**src/hw/wake_ready_pkg.sv**
```systemverilog
package wake_ready_pkg;

   // ----------------------------------------------------------------
   // Timing
   // ----------------------------------------------------------------
   localparam int unsigned CLK_HZ            = 20000000;
   localparam int unsigned PHY_RESET_TRIGGER_MIN_MS    = 4;
   localparam int unsigned PHY_RESET_TRIGGER_CYCLES    = (CLK_HZ / 1000) * PHY_RESET_TRIGGER_MIN_MS;
   localparam int unsigned PHY_RESET_TRIGGER_CNT_W     = 20;

   // ----------------------------------------------------------------
   // Reset values and field layouts
   // ----------------------------------------------------------------
   localparam logic [1:0] WAKE_CAUSE_RST     = 2'h0;
   localparam int unsigned WAKE_PHY_BIT      = 0;
   localparam int unsigned WAKE_LAN_BIT      = 1;
   localparam logic       OSC_DIS_FALLBACK   = 1'h1;
   localparam logic [1:0] SLEEP_SEL_RST      = 2'h2;

   // Sleep level encodings.
   typedef enum logic [1:0] {
      SLEEP_L0 = 2'h0,
      SLEEP_L1 = 2'h1,
      SLEEP_L2 = 2'h2,
      SLEEP_L3 = 2'h3
   } sleep_level_type;

   // Power states of the device.
   typedef enum logic [1:0] {
      PWR_UNCONF  = 2'h0,
      PWR_CONF    = 2'h1,
      PWR_SUSPEND = 2'h2
   } power_state_type;

   // Wake events from the detectors.
   typedef struct packed {
      logic phy_wake;
      logic lan_wake;
      logic lpi_receive_wake;
      logic lpi_transmit_wake;
   } wake_event_type;

   // Per sleep level enables of the wake events.
   typedef struct packed {
      logic phy_en;
      logic lan_en;
   } wake_enable_type;

   // Configuration image source flags.
   typedef struct packed {
      logic eeprom_present;
      logic eeprom_osc_dis;
      logic otp_present;
      logic otp_osc_dis;
   } image_type;

endpackage : wake_ready_pkg

```
**src/hw/wake_ready_status.sv**
```systemverilog
`timescale 1ns/1ps

//
// Contract
// Written ones clear wake cause; reset zero.
// Bit0 PHY wake, bit1 LAN-type wakes.
// LPI wakes set EEE flag per sleep level.
// Several cause bits may be set together.
// Cause sets only if enabled for level.
// Global wake enables never gate cause recording.
// Resume clears bit1 when auto clear set.
// Oscillator disable default: EEPROM, OTP, else one.
// USB or lite reset reload oscillator default.
// Internal PHY: unconfigured keeps ready clear.
// External PHY: ready after image load.
// Internal PHY: ready after PHY operational.
// External PHY: configuring leaves ready set.
// Internal PHY reset during sleep level two.
// External PHY untouched by sleep level two.
// PHY reset trigger keeps ready clear.
// Trigger holds reset 4 ms, self clears.
// Sleep select two bits, resets to two.
// Written zero leaves cause bit unchanged.
//
module wake_ready_status (
   // Clock and reset
   input  wire logic                           i_clk,
   input  wire logic                           i_rst_n,
   input  wire logic                           i_usb_reset,
   input  wire logic                           i_lite_soft_reset,
   // Configuration
   input  wire logic                           i_external_phy,
   input  wire wake_ready_pkg::image_type      i_image,
   input  wire logic                           i_image_loaded,
   input  wire logic                           i_osc_dis_wr,
   input  wire logic                           i_osc_dis_wdata,
   input  wire logic                           i_sleep_sel_wr,
   input  wire logic [1:0]                     i_sleep_sel_wdata,
   input  wire logic                           i_resume_clears_wake_cause,
   input  wire logic                           i_lan_wake_enable,
   input  wire logic                           i_phy_interrupt_wake_enable,
   // Per level wake enables, indexed by sleep level
   input  wire wake_ready_pkg::wake_enable_type i_level_en [4],
   // Power state
   input  wire logic                           i_configured,
   input  wire logic                           i_suspended,
   input  wire logic                           i_resume_done,
   input  wire logic                           i_phy_operational,
   // Wake events
   input  wire wake_ready_pkg::wake_event_type i_events,
   // Software clears and PHY reset trigger
   input  wire logic                           i_wake_clr_wr,
   input  wire logic [1:0]                     i_wake_clr_data,
   input  wire logic                           i_eee_clr_wr,
   input  wire logic                           i_phy_reset_wr,
   // Status
   output logic [1:0]                          o_wake_cause_status,
   output logic                                o_eee_wake_flag,
   output logic                                o_oscillator_suspend_disable,
   output logic [1:0]                          o_sleep_level_select,
   output logic                                o_phy_reset_trigger,
   output logic                                o_phy_reset,
   output logic                                o_device_ready
);

   // ----------------------------------------------------------------
   // Helper functions
   // ----------------------------------------------------------------
   // Chooses the image value for the oscillator suspend disable.
   function automatic logic image_osc(input wake_ready_pkg::image_type img);
      if (img.eeprom_present) begin
         image_osc = img.eeprom_osc_dis;
      end else if (img.otp_present) begin
         image_osc = img.otp_osc_dis;
      end else begin
         image_osc = wake_ready_pkg::OSC_DIS_FALLBACK;
      end
   endfunction : image_osc

   // Updates a sticky bit, a set winning over a clear.
   function automatic logic sticky(input logic cur, input logic set, input logic clr);
      sticky = set | (cur & ~clr);
   endfunction : sticky

   // ----------------------------------------------------------------
   // Declarations
   // ----------------------------------------------------------------
   logic                           soft_rst;
   logic                           img_osc;
   logic                           timer_busy;
   logic                           int_phy_hold;
   logic                           trig_take;
   logic                           phy_set;
   logic                           lan_set;
   logic                           eee_set;
   logic                           suspend_l2;
   logic                           ready_nxt;
   wake_ready_pkg::wake_enable_type lvl_en;
   wake_ready_pkg::sleep_level_type lvl;
   wake_ready_pkg::power_state_type pstate_r;
   wake_ready_pkg::power_state_type pstate_nxt;

   assign soft_rst = i_usb_reset | i_lite_soft_reset;
   assign img_osc  = image_osc(i_image);
   assign lvl      = wake_ready_pkg::sleep_level_type'(o_sleep_level_select);
   assign lvl_en   = i_level_en[o_sleep_level_select];

   // ----------------------------------------------------------------
   // Wake cause recording
   // ----------------------------------------------------------------
   // Global wake enables are deliberately not used here.
   assign phy_set = i_events.phy_wake & lvl_en.phy_en;
   assign lan_set = i_events.lan_wake & lvl_en.lan_en;
   assign eee_set = (i_events.lpi_receive_wake &
                     (lvl == wake_ready_pkg::SLEEP_L0 || lvl == wake_ready_pkg::SLEEP_L3)) |
                    (i_events.lpi_transmit_wake & (lvl == wake_ready_pkg::SLEEP_L3));

   // Each cause bit is sticky; only a written one clears it, or a resume for bit1 when auto clear is set.
   always_ff @(posedge i_clk) begin
      if (!i_rst_n) begin
         o_wake_cause_status <= wake_ready_pkg::WAKE_CAUSE_RST;
      end else begin
         o_wake_cause_status[wake_ready_pkg::WAKE_PHY_BIT] <= sticky(
            o_wake_cause_status[wake_ready_pkg::WAKE_PHY_BIT], phy_set,
            i_wake_clr_wr & i_wake_clr_data[wake_ready_pkg::WAKE_PHY_BIT]);
         o_wake_cause_status[wake_ready_pkg::WAKE_LAN_BIT] <= sticky(
            o_wake_cause_status[wake_ready_pkg::WAKE_LAN_BIT], lan_set,
            (i_wake_clr_wr & i_wake_clr_data[wake_ready_pkg::WAKE_LAN_BIT]) |
            (i_resume_done & i_resume_clears_wake_cause));
      end
   end

   // The EEE flag is independent of the cause field.
   always_ff @(posedge i_clk) begin
      if (!i_rst_n) begin
         o_eee_wake_flag <= 1'b0;
      end else begin
         o_eee_wake_flag <= sticky(o_eee_wake_flag, eee_set, i_eee_clr_wr);
      end
   end

   // ----------------------------------------------------------------
   // Oscillator suspend disable
   // ----------------------------------------------------------------
   // Reloaded from the image on every soft reset and image load.
   always_ff @(posedge i_clk) begin
      if (!i_rst_n) begin
         o_oscillator_suspend_disable <= wake_ready_pkg::OSC_DIS_FALLBACK;
      end else if (soft_rst || i_image_loaded) begin
         o_oscillator_suspend_disable <= img_osc;
      end else if (i_osc_dis_wr) begin
         o_oscillator_suspend_disable <= i_osc_dis_wdata;
      end
   end

   // ----------------------------------------------------------------
   // Sleep level select
   // ----------------------------------------------------------------
   // Returns to level two whenever the device is unconfigured.
   always_ff @(posedge i_clk) begin
      if (!i_rst_n) begin
         o_sleep_level_select <= wake_ready_pkg::SLEEP_SEL_RST;
      end else if (soft_rst || !i_configured) begin
         o_sleep_level_select <= wake_ready_pkg::SLEEP_SEL_RST;
      end else if (i_sleep_sel_wr) begin
         o_sleep_level_select <= i_sleep_sel_wdata;
      end
   end

   // ----------------------------------------------------------------
   // Power state tracking
   // ----------------------------------------------------------------
   always_comb begin
      pstate_nxt = pstate_r;
      case (pstate_r)
         wake_ready_pkg::PWR_UNCONF: begin
            if (i_configured) begin
               pstate_nxt = wake_ready_pkg::PWR_CONF;
            end
         end
         wake_ready_pkg::PWR_CONF: begin
            if (!i_configured) begin
               pstate_nxt = wake_ready_pkg::PWR_UNCONF;
            end else if (i_suspended) begin
               pstate_nxt = wake_ready_pkg::PWR_SUSPEND;
            end
         end
         wake_ready_pkg::PWR_SUSPEND: begin
            if (!i_configured) begin
               pstate_nxt = wake_ready_pkg::PWR_UNCONF;
            end else if (!i_suspended) begin
               pstate_nxt = wake_ready_pkg::PWR_CONF;
            end
         end
         default: begin
            pstate_nxt = wake_ready_pkg::PWR_UNCONF;
         end
      endcase
   end

   always_ff @(posedge i_clk) begin
      if (!i_rst_n || soft_rst) begin
         pstate_r <= wake_ready_pkg::PWR_UNCONF;
      end else begin
         pstate_r <= pstate_nxt;
      end
   end

   // ----------------------------------------------------------------
   // PHY reset
   // ----------------------------------------------------------------
   assign trig_take = i_phy_reset_wr & ~o_phy_reset_trigger;

   phy_reset_timer #(
      .HOLD_CYCLES (wake_ready_pkg::PHY_RESET_TRIGGER_CYCLES)
   ) u_timer (
      .i_clk   (i_clk),
      .i_rst_n (i_rst_n),
      .i_start (trig_take),
      .o_busy  (timer_busy)
   );

   // Self clearing trigger bit follows the timer hold.
   always_ff @(posedge i_clk) begin
      if (!i_rst_n) begin
         o_phy_reset_trigger <= 1'b0;
      end else if (trig_take) begin
         o_phy_reset_trigger <= 1'b1;
      end else if (o_phy_reset_trigger && !timer_busy) begin
         o_phy_reset_trigger <= 1'b0;
      end
   end

   // Internal PHY sits in reset while unconfigured or suspended at level two.
   assign suspend_l2   = (pstate_r == wake_ready_pkg::PWR_SUSPEND) &&
                         (lvl == wake_ready_pkg::SLEEP_L2);
   assign int_phy_hold = ~i_external_phy &
                         ((pstate_r == wake_ready_pkg::PWR_UNCONF) | suspend_l2);

   always_ff @(posedge i_clk) begin
      if (!i_rst_n) begin
         o_phy_reset <= 1'b1;
      end else begin
         o_phy_reset <= int_phy_hold | trig_take | o_phy_reset_trigger;
      end
   end

   // ----------------------------------------------------------------
   // Device ready
   // ----------------------------------------------------------------
   always_comb begin
      if (trig_take || o_phy_reset_trigger || o_phy_reset) begin
         ready_nxt = 1'b0;
      end else if (i_external_phy) begin
         ready_nxt = o_device_ready | i_image_loaded;
      end else begin
         ready_nxt = (pstate_r != wake_ready_pkg::PWR_UNCONF) & i_phy_operational;
      end
   end

   always_ff @(posedge i_clk) begin
      if (!i_rst_n || soft_rst) begin
         o_device_ready <= 1'b0;
      end else begin
         o_device_ready <= ready_nxt;
      end
   end
endmodule : wake_ready_status

```
**src/hw/phy_reset_timer.sv**
```systemverilog
`timescale 1ns/1ps

// Holds the PHY reset for a programmable minimum number of cycles.
module phy_reset_timer #(
   parameter int unsigned HOLD_CYCLES = wake_ready_pkg::PHY_RESET_TRIGGER_CYCLES
) (
   // Clock and reset
   input  wire logic i_clk,
   input  wire logic i_rst_n,
   // Control
   input  wire logic i_start,
   // Status
   output logic      o_busy
);

   localparam logic [wake_ready_pkg::PHY_RESET_TRIGGER_CNT_W-1:0] LAST =
      wake_ready_pkg::PHY_RESET_TRIGGER_CNT_W'(HOLD_CYCLES - 1);

   logic [wake_ready_pkg::PHY_RESET_TRIGGER_CNT_W-1:0] cnt_r;

   // ----------------------------------------------------------------
   // Counter
   // ----------------------------------------------------------------
   // Starts only when idle, so a start during a hold is ignored.
   always_ff @(posedge i_clk) begin
      if (!i_rst_n) begin
         o_busy <= 1'b0;
         cnt_r  <= '0;
      end else if (!o_busy) begin
         if (i_start) begin
            o_busy <= 1'b1;
            cnt_r  <= '0;
         end
      end else if (cnt_r == LAST) begin
         o_busy <= 1'b0;
      end else begin
         cnt_r <= cnt_r + 1'b1;
      end
   end

endmodule : phy_reset_timer

```
**config.mk**
```make
export PLATFORM = sky130hd
export DESIGN_NAME = wake_ready_status
export DESIGN_NICKNAME = d
export VERILOG_FILES = /design/src/hw/wake_ready_pkg.sv /design/src/hw/wake_ready_status.sv /design/src/hw/phy_reset_timer.sv
export SDC_FILE = /design/constraint.sdc
export NUM_CORES = 1
export LEC_CHECK = 0
export ABC_CLOCK_PERIOD_IN_PS = 5000
export BUFFER_PORTS_ARGS = -buffer_cell sky130_fd_sc_hd__buf_2
export CORE_MARGIN = 3
export CORE_UTILIZATION = 45
export CTS_CLUSTER_SIZE = 40
export DETAILED_ROUTE_END_ITERATION = 16
export PLACE_DENSITY = 0.68
export SYNTH_ARGS = -nofsm -noshare
export SYNTH_HDL_FRONTEND = slang
export SYNTH_SLANG_ARGS = --single-unit
```
**constraint.sdc**
```tcl
create_clock -name i_clk -period 5 [get_ports i_clk]
set_input_delay 0 -clock i_clk [delete_from_list [all_inputs] [get_ports i_clk]]
set_output_delay 0 -clock i_clk [all_outputs]
set_load 0.03 [all_outputs]
```
==> results of run 1 <==
[worst max-delay path, delay by kind of cell (launching register included)]
kind	cells	cell delay, ns
AOI/OAI and AO/OA	2	0.82
DFF	1	0.38
and+or+nand+nor	3	0.67
adders and majority gates	1	0.20
[layout by cell type (no fill, tap or decap), types with 3 or more instances in the layout]
master,netlist,layout
dlygate4sd3_1,0,13
nand2b_1,3,3
a31oi_1,3,3
inv_1,4,4
o211ai_1,4,4
o21ai_0,4,4
and3_1,6,6
mux2i_1,9,9
nand2_1,27,27
buf_2,1,45
or4_1,4,4
a22oi_1,3,3
clkbuf_8,0,6
nand3_1,15,15
or3_1,5,5
nor3_1,4,4
a311oi_1,3,3
ha_1,3,3
a21oi_1,10,10
dfxtp_1,32,32
nor2_1,16,16
[flip-flops by register name, summed over array words and instances, names as in the netlist]
name and count:
o_phy_reset 1, o_device_ready 1, o_wake_cause_status 2, pstate_r 2, o_sleep_level_select 2, o_oscillator_suspend_disable 1, o_eee_wake_flag 1, u_timer.cnt_r 20
u_timer.o_busy 1, o_phy_reset_trigger 1
[per-layer routing]
metal  global-route usage  share of wire  vias up
met4                0.101          0.018        0
met2                0.356           0.46       75
met5                    0              0        -
li1                     -              -      849
met3               0.0532          0.077        9
met1                0.259           0.44      784
[power breakdown]
group	switching [W]	internal, W
sequential	0.00000639	0.000260
clock	0.0000919	0.000112
combinational	0.0000384	0.0000307
[through the flow]
step           area [µm²]  utilization
6_report             2150        0.621
3_3_place_gp         1930        0.557
2_1_floorplan        1680            -
4_1_cts              2150        0.621
3_5_place_dp         1930        0.557
5_1_grt              2150        0.621
[cell type report]
cell class,count,area share
Timing Repair Buffer,58,0.165
Multi-Input combinational cell,152,0.460
Clock buffer,8,0.0418
Tap cell,46,0.0267
Inverter,5,0.00872
Sequential cell,32,0.298
[path summary, 6_finish.rpt]
path / from / endpoint / cells past startpoint
worst min register to register: u_timer.cnt_r[4]$_SDFFE_PN0P_ / u_timer.cnt_r[4]$_SDFFE_PN0P_ / 1
worst max-delay path: u_timer.cnt_r[0]$_SDFFE_PN0P_ / u_timer.cnt_r[10]$_SDFFE_PN0P_ / 6
worst max register to register: u_timer.cnt_r[0]$_SDFFE_PN0P_ / u_timer.cnt_r[10]$_SDFFE_PN0P_ / 6
worst min-delay path: i_phy_operational / o_device_ready$_SDFF_PP0_ / 3
[kinds of logic (layout without fill, tap and decap cells)]
group                      count (synthesis)  in the layout  share of synthesized area
DFF                                       32             32                      0.381
buffers and inverters                     11             71                     0.0305
muxes                                     12             12                     0.0870
adders and majority gates                  4              4                     0.0283
and+or+nand+nor                           98             98                      0.318
AOI/OAI and AO/OA                         37             37                      0.150
xor gates and xnor gates                   1              1                    0.00521
==> impl_metrics.toml, run 1 <==
[clock_tree]
root_buffer = "clkbuf_8"
clk_pin_slew_worst_paths_ns = 0.07
cts.sinks = 32
cts_setup_buffers = 0
clk_latency_ns = 0.28
cts_htree_levels = 2
cts_resized = 0
tritoncts = "built"
cts_buffers = 5
cts_buffer_depth = 2
hold_buffers = 13

[power_and_ir_drop]
p_total_w = 0.000539
ir_drop_uv = 175
p_leak_nw = 0.874
p_per_area_nw_per_um2 = 250

[synthesis]
synthTopCellsByArea = "dfxtp_1 38%, nand2_1 6.0%, mux2i_1 5.4%, nand3_1 4.5%, nor2_1 3.6%"
async_reset_ff_frac = 0
seq_area_frac_synth = 0.381
synth_area_um2 = 1680
syn-instance-count = 195
syn_area_per_cell_um2 = 8.63
synth_top_area_frac = 0.381
ys_warn_count = 0
synth_most_common_cell = "dfxtp_1"
synth-main-ff-cell = "dfxtp_1"
synth_enable_flop_cells = 0
synth_seq_cells = 32
synth_area_leader_cell = "dfxtp_1"
yosysUniqueCellTypes = 49
synth_nets = 237
ys_top_cells_by_count = "32 x dfxtp_1, 27 x nand2_1, 16 x nor2_1"

[setup_path]
critPathSlowestCell = "o21ai_2"
required_ns = 5.19
path_max_fanout = 15
worstSetupPathType = "reg2reg"
worstPathArrival_ns = 2.34
cp-end-kind = "flip-flop"
rrSetupSlack_ns = 2.85
start_kind = "flip-flop"
path_cells = "ha_1, and4_1, nand4_1, o21ai_2, nand2_2, a311oi_1"
critPathMaxStageDelay_ns = 0.54

[sta]
clock_skew_ns = 0.00839
hold_ws_ns = 0.0105
maxSlewHeadroom = 0.551
setup_viol_count_final = 0
fin_ws_ns = 2.85
drv_slew = 0
fin_crit_sh = 0.430
finalSetupTns_ns = 0
finalHoldViolations = 0
min_period_ns = 2.15
max_freq_mhz = 465
rsz0062_at_grt = "false"
worst_slew_pin_slew_ns = 0.671

[global_routing]
grt_usage = 0.214
antenna_found_initial = 0
grt.overflow.total = 0
grt_pass1_vias = 1712
grt_max_degree = 17
grt_pass1_wl_um = 7340

[place]
dp.cells = 280
place_ws_ns = 2.83
place_hpwl_um = 2850
place.gp.congestion = 0.851
portBuffers = 45

[finish]
final_nets = 296
finalNonFillerCells = 301
antenna_cells = 0
seq_area_um2 = 641
fill_cells = 312
final_layout_size_suffix_gt1_frac = 0.243
multi_input_area_um2 = 991
area_growth_pct = 28.0

[detailed_routing]
dr.pass1.iters = 4
drc = 0
drt_iter0_markers = 152
finalWirelength_um = 4190
vias = 1717
vias_per_cell = 5.70
ant_nets = 0
wl_per_cell_um = 13.9

[worst_hold_path]
hold_class = "in2reg"

[floorplanning]
fp.dieW_um = 67.2
die_y_um = 67.2
fp.dieArea_um2 = 4510
initial_core_util = 0.485
io_pins = 48
coreArea_um2 = 3470
rows = 21

[outcome]
status = "finished clean"

[flow_run]
max_cap_viol_count = 0
(Power assumes the default switching activity.)
==> inputs of run 2 (changes only) <==
ABC_CLOCK_PERIOD_IN_PS = 2000   (was 5000)
clock period = 2 ns   (was 5 ns; I/O delays follow)
==> run 2 against run 1 <==
Fmax rose by 18%. Clock power rose to 2.9 times the previous value. Global-route usage fell by 0.68 points. Die area did not move. Sequential power rose by 150%. Largest power group unchanged. Largest cell class unchanged. Highest routed layer unchanged. Critical path depth fell by 1.
==> impl_metrics.toml, run 2 (synthesized netlist as in run 1, its figures left out) <==
[outcome]
status = "finished clean"

[sta]
hold_ws_ns = 0.00570
clock_skew_ns = 0.00487
setup_viol_count_final = 0
max_freq_mhz = 547
finalHoldViolations = 0
maxSlewHeadroom = 0.659
fin_crit_sh = 0.914
worst_slew_pin_slew_ns = 0.511
min_period_ns = 1.83
finalSetupTns_ns = 0
drv_slew = 0

[detailed_routing]
drt_iter0_markers = 137
drc = 0
vias = 1690
ant_nets = 0
wl_per_cell_um = 14.0
vias_per_cell = 5.52
finalWirelength_um = 4290
dr.pass1.iters = 4

[finish]
finalNonFillerCells = 306
largest-register = "u_timer.cnt_r"
area_growth_pct = 33.9
final_util = 0.650
final_nets = 301
final_layout_size_suffix_gt1_frac = 0.304
antenna_cells = 0
final_common_cell = "buf_2"
largest_reg_flops = 20
most-common-layout-cells = "45 x buf_2, 29 x dfxtp_1, 27 x nand2_1"

[clock_tree]
root_buffer = "clkbuf_8"
clk_pin_slew_worst_paths_ns = 0.06
cts_htree_levels = 2
tritoncts = "built"
cts_buffer_depth = 2
cts_buffers = 5
cts.sinks = 32
clk_latency_ns = 0.28

[global_routing]
grt_max_degree = 17
grt_usage = 0.208
grt_pass1_vias = 1551
grt_pass1_wl_um = 7140
grt.overflow.total = 0
antenna_found_initial = 0

[worst_hold_path]
hold_class = "in2reg"
whs_path_depth = 3

[power_and_ir_drop]
p_leak_nw = 0.922
p_per_area_nw_per_um2 = 647
ir_drop_uv = 518

[floorplanning]
coreArea_um2 = 3470
io_pins = 48
die_y_um = 67.2
rows = 21
initial_core_util = 0.485
fp.dieW_um = 67.2
fp.dieArea_um2 = 4510

[setup_path]
path_cells = "nand2_1, nor4b_4, nand3_1, or4_1, a21oi_1"
start_kind = "flip-flop"
worst-path-buf-inv = 0
required_ns = 2.21
cp-end-kind = "flip-flop"
worstSetupPathType = "reg2reg"
cp_top_family = "simple AND/OR/NAND/NOR gates"
worstPathArrival_ns = 2.03
critPathMaxStageDelay_ns = 0.44
path_max_fanout = 7
cp.depth = 5
critPathSlowestCell = "or4_1"
ff2ff_path_depth = 5

[flow_run]
max_cap_viol_count = 0

[place]
place_hpwl_um = 3030
dp.cells = 286
portBuffers = 45
place.gp.congestion = 0.856
## run 2: cell types whose count changed in the layout (fill, tap and decap cells not counted), moves of 3 or more
cell           previous run  this run
dlygate4sd3_1            13        10
dfxtp_2                   0         3
buf_4                     0         8
dfxtp_1                  32        29
## run 2: tightest hold or removal path, delay by kind of cell
kind,cells,cell delay (ns)
AND/OR/NAND/NOR,1,0.10
buffers and inverters,1,0.08
multiplexers,1,0.06
## run 2: power by group
group / switching [W] / internal (W)
clock network: 0.000229 / 0.000369
logic: 0.000105 / 0.0000912
registers: 0.0000135 / 0.000650
## run 2: timing repair
item	in CTS	in global routing
setup endpoints to repair	0	12
setup buffers	0	2
hold endpoints to repair	8	0
hold buffers	10	0
gates resized for setup	0	13
## run 2: path summary, 6_finish.rpt
| check | startpoint | end | slack (ns) |
|---|---|---|---|
| worst max-delay path | u_timer.cnt_r[2]$_SDFFE_PN0P_ | u_timer.cnt_r[17]$_SDFFE_PN0P_ | 0.17 |
| worst max register to register | u_timer.cnt_r[2]$_SDFFE_PN0P_ | u_timer.cnt_r[17]$_SDFFE_PN0P_ | 0.17 |
| worst min register to register | u_timer.cnt_r[19]$_SDFFE_PN0P_ | u_timer.cnt_r[19]$_SDFFE_PN0P_ | 0.48 |
| worst min-delay path | i_sleep_sel_wdata[0] | o_sleep_level_select[0]$_SDFFE_PP0P_ | 0.006 |
## run 2: area by class of cell
| class | instances | area, µm² |
|---|---|---|
| Inverter | 5 | 18.8 |
| Sequential cell | 32 | 644 |
| Clock buffer | 6 | 72.6 |
| Fill cell | 312 | 1210 |
| Tap cell | 46 | 57.6 |
| Clock inverter | 2 | 35.0 |
| Timing Repair Buffer | 63 | 385 |
| Multi-Input combinational cell | 152 | 1040 |
## run 2: through the flow
step	power, W	setup WS [ns]	cell area [µm²]
5_1_grt	0.00153	-0.0250	2250
6_report	0.00146	0.173	2250
2_1_floorplan	0.000770	0.315	1680
3_5_place_dp	0.000846	0.133	1980
3_3_place_gp	0.000843	0.146	1980
4_1_cts	0.00146	0.115	2190
## run 2: routing by layer
layer,global-route usage,vias up,routed length [µm]
li1,-,856,-
met1,0.282,778,1970
met2,0.335,54,2070
met3,0.0483,2,230
met4,0.0456,0,12
met5,0,-,0
==> inputs of run 3 (changes only) <==
CTS_BUF_LIST = sky130_fd_sc_hd__clkbuf_2   (was default)
==> run 3 against run 2 <==
Die area did not move. Clock power fell by 25%. Final cell count rose by 3.9%. Register-to-register slack got worse by 0.09 ns. Setup slack got worse by 0.092 ns. Sequential cell count did not move. Critical endpoint unchanged. Highest routed layer unchanged.
==> impl_metrics.toml, run 3 (synthesized netlist as in run 1, its figures left out) <==
[clock_tree]
cts_buffer_depth = 2
cts_htree_levels = 2
cts.sinks = 32
root_buffer = "clkbuf_2"
clk_pin_slew_worst_paths_ns = 0.18
cts_buffers = 5
cts_setup_buffers = 0
clk_latency_ns = 0.38
tritoncts = "built"

[finish]
finalNonFillerCells = 318
antenna_cells = 0
largest-register = "u_timer.cnt_r"
largest_reg_flops = 20
final_layout_size_suffix_gt1_frac = 0.276
final_util = 0.665
final_common_cell = "buf_2"
final_nets = 313
area_growth_pct = 37.0
most-common-layout-cells = "45 x buf_2, 29 x dfxtp_1, 27 x nand2_1"
fill_cells = 288

[floorplanning]
io_pins = 48
die_y_um = 67.2
initial_core_util = 0.485
rows = 21
fp.dieW_um = 67.2
coreArea_um2 = 3470
fp.dieArea_um2 = 4510

[place]
place.gp.congestion = 0.856
place_hpwl_um = 3030
portBuffers = 45
dp.cells = 286

[setup_path]
critPathMaxStageDelay_ns = 0.55
required_ns = 2.31
ff2ff_path_depth = 6
path_max_fanout = 6
rrSetupSlack_ns = 0.08
cp_top_family = "simple AND/OR/NAND/NOR gates"
cp-end-kind = "flip-flop"
worst-path-buf-inv = 0
critPathSlowestCell = "or4_1"
rr_endpoint = "u_timer.cnt_r[17]$_SDFFE_PN0P_"
worstReg2RegStart = "u_timer.cnt_r[0]$_SDFFE_PN0P_"
path_cells = "ha_1, and4_1, nand4_1, nor3_2, or4_1, a21oi_2"
worstPathArrival_ns = 2.23
worstSetupPathType = "reg2reg"
start_kind = "flip-flop"

[detailed_routing]
vias = 1758
drc = 0
vias_per_cell = 5.53
drt_iter0_markers = 107
ant_nets = 0
dr.pass1.iters = 5
finalWirelength_um = 4600
wl_per_cell_um = 14.5

[global_routing]
grt_max_degree = 17
grt_pass1_vias = 1667
grt.overflow.total = 0
grt_pass1_wl_um = 7820
antenna_found_initial = 0
grt_usage = 0.232

[sta]
rsz0062_at_grt = "true"
fin_crit_sh = 0.960
setup_viol_count_final = 0
min_period_ns = 1.92
clock_skew_ns = 0.0140
drv_slew = 0
finalHoldViolations = 0
maxSlewHeadroom = 0.659
max_freq_mhz = 521
worst_slew_pin_slew_ns = 0.511

[worst_hold_path]
hold_end = "o_oscillator_suspend_disable$_SDFFE_PN1P_"
hold_class = "in2reg"
whs_path_depth = 3
hp-start = "i_image[1]"

[flow_run]
max_cap_viol_count = 0

[power_and_ir_drop]
p_leak_nw = 0.943
ir_drop_uv = 343
p_per_area_nw_per_um2 = 573

[outcome]
status = "finished clean"
-- run 3: changes by cell type in the layout (fill, tap and decap cells not counted), sizes merged --
cell         delta
dlygate4sd3    +14
buf             -2
-- run 3: through the flow --
step	hold slack (ns)	instance area [µm²]	total power, W	setup WS (ns)	setup TNS (ns)
after floorplan	0.126	1680	0.000770	0.315	0
after global routing	0.0151	2310	0.00139	-0.0204	-0.0594
final	0.0224	2310	0.00132	0.0802	0
after detailed placement	0.219	1980	0.000846	0.133	0
after CTS	0.0311	2280	0.00132	0.0598	0
after global placement	0.221	1980	0.000843	0.146	0
-- run 3: worst max path at each step --
stage                                          from                                 to  slack (ns)  cells after the start
6_report              u_timer.cnt_r[0]$_SDFFE_PN0P_     u_timer.cnt_r[17]$_SDFFE_PN0P_        0.08                      6
5_1_grt               u_timer.cnt_r[0]$_SDFFE_PN0P_     u_timer.cnt_r[17]$_SDFFE_PN0P_       -0.02                      6
4_1_cts        o_sleep_level_select[0]$_SDFFE_PP0P_  o_wake_cause_status[0]$_SDFF_PN0_        0.06                      4
3_5_place_dp          u_timer.cnt_r[0]$_SDFFE_PN0P_      u_timer.cnt_r[3]$_SDFFE_PN0P_        0.13                      7
3_3_place_gp          u_timer.cnt_r[0]$_SDFFE_PN0P_      u_timer.cnt_r[5]$_SDFFE_PN0P_        0.15                      7
2_1_floorplan         u_timer.cnt_r[0]$_SDFFE_PN0P_     u_timer.cnt_r[15]$_SDFFE_PN0P_        0.32                      6
-- run 3: timing repair --
action,4_1_cts,5_1_grt
hold endpoints to repair,14,0
gates resized for setup,0,7
endpoints found under the setup margin,0,15
hold buffers,24,0
-- run 3: final cells by class --
class / instances / area (µm²) / area share
sequential: 32 / 644 / 0.279
tap: 46 / 57.6 / 0.0250
clock buffer: 6 / 30.0 / 0.0130
multi-input combinational: 152 / 1010 / 0.438
clock inverter: 2 / 35.0 / 0.0152
inverter: 5 / 18.8 / 0.00814
timing repair buffer: 75 / 510 / 0.221
-- run 3: tightest hold or removal path, cell delays in order --
cell      delay [ns]
buf_2           0.07
nor3b_1         0.16
o311ai_0        0.14
-- run 3: routing by layer --
layer | vias up | wire (µm) | GRT usage | part of all wire
li1 | 879 | - | - | -
met1 | 810 | 2080 | 0.296 | 0.45
met2 | 56 | 2150 | 0.369 | 0.47
met3 | 13 | 256 | 0.0599 | 0.056
met4 | 0 | 108 | 0.101 | 0.023
met5 | - | 0 | 0 | 0
-- run 3: power by group --
part	internal [W]	switching [W]
Clock	0.000215	0.000233
Combinational	0.000103	0.000107
Sequential	0.000651	0.0000126
Total	0.000970	0.000352
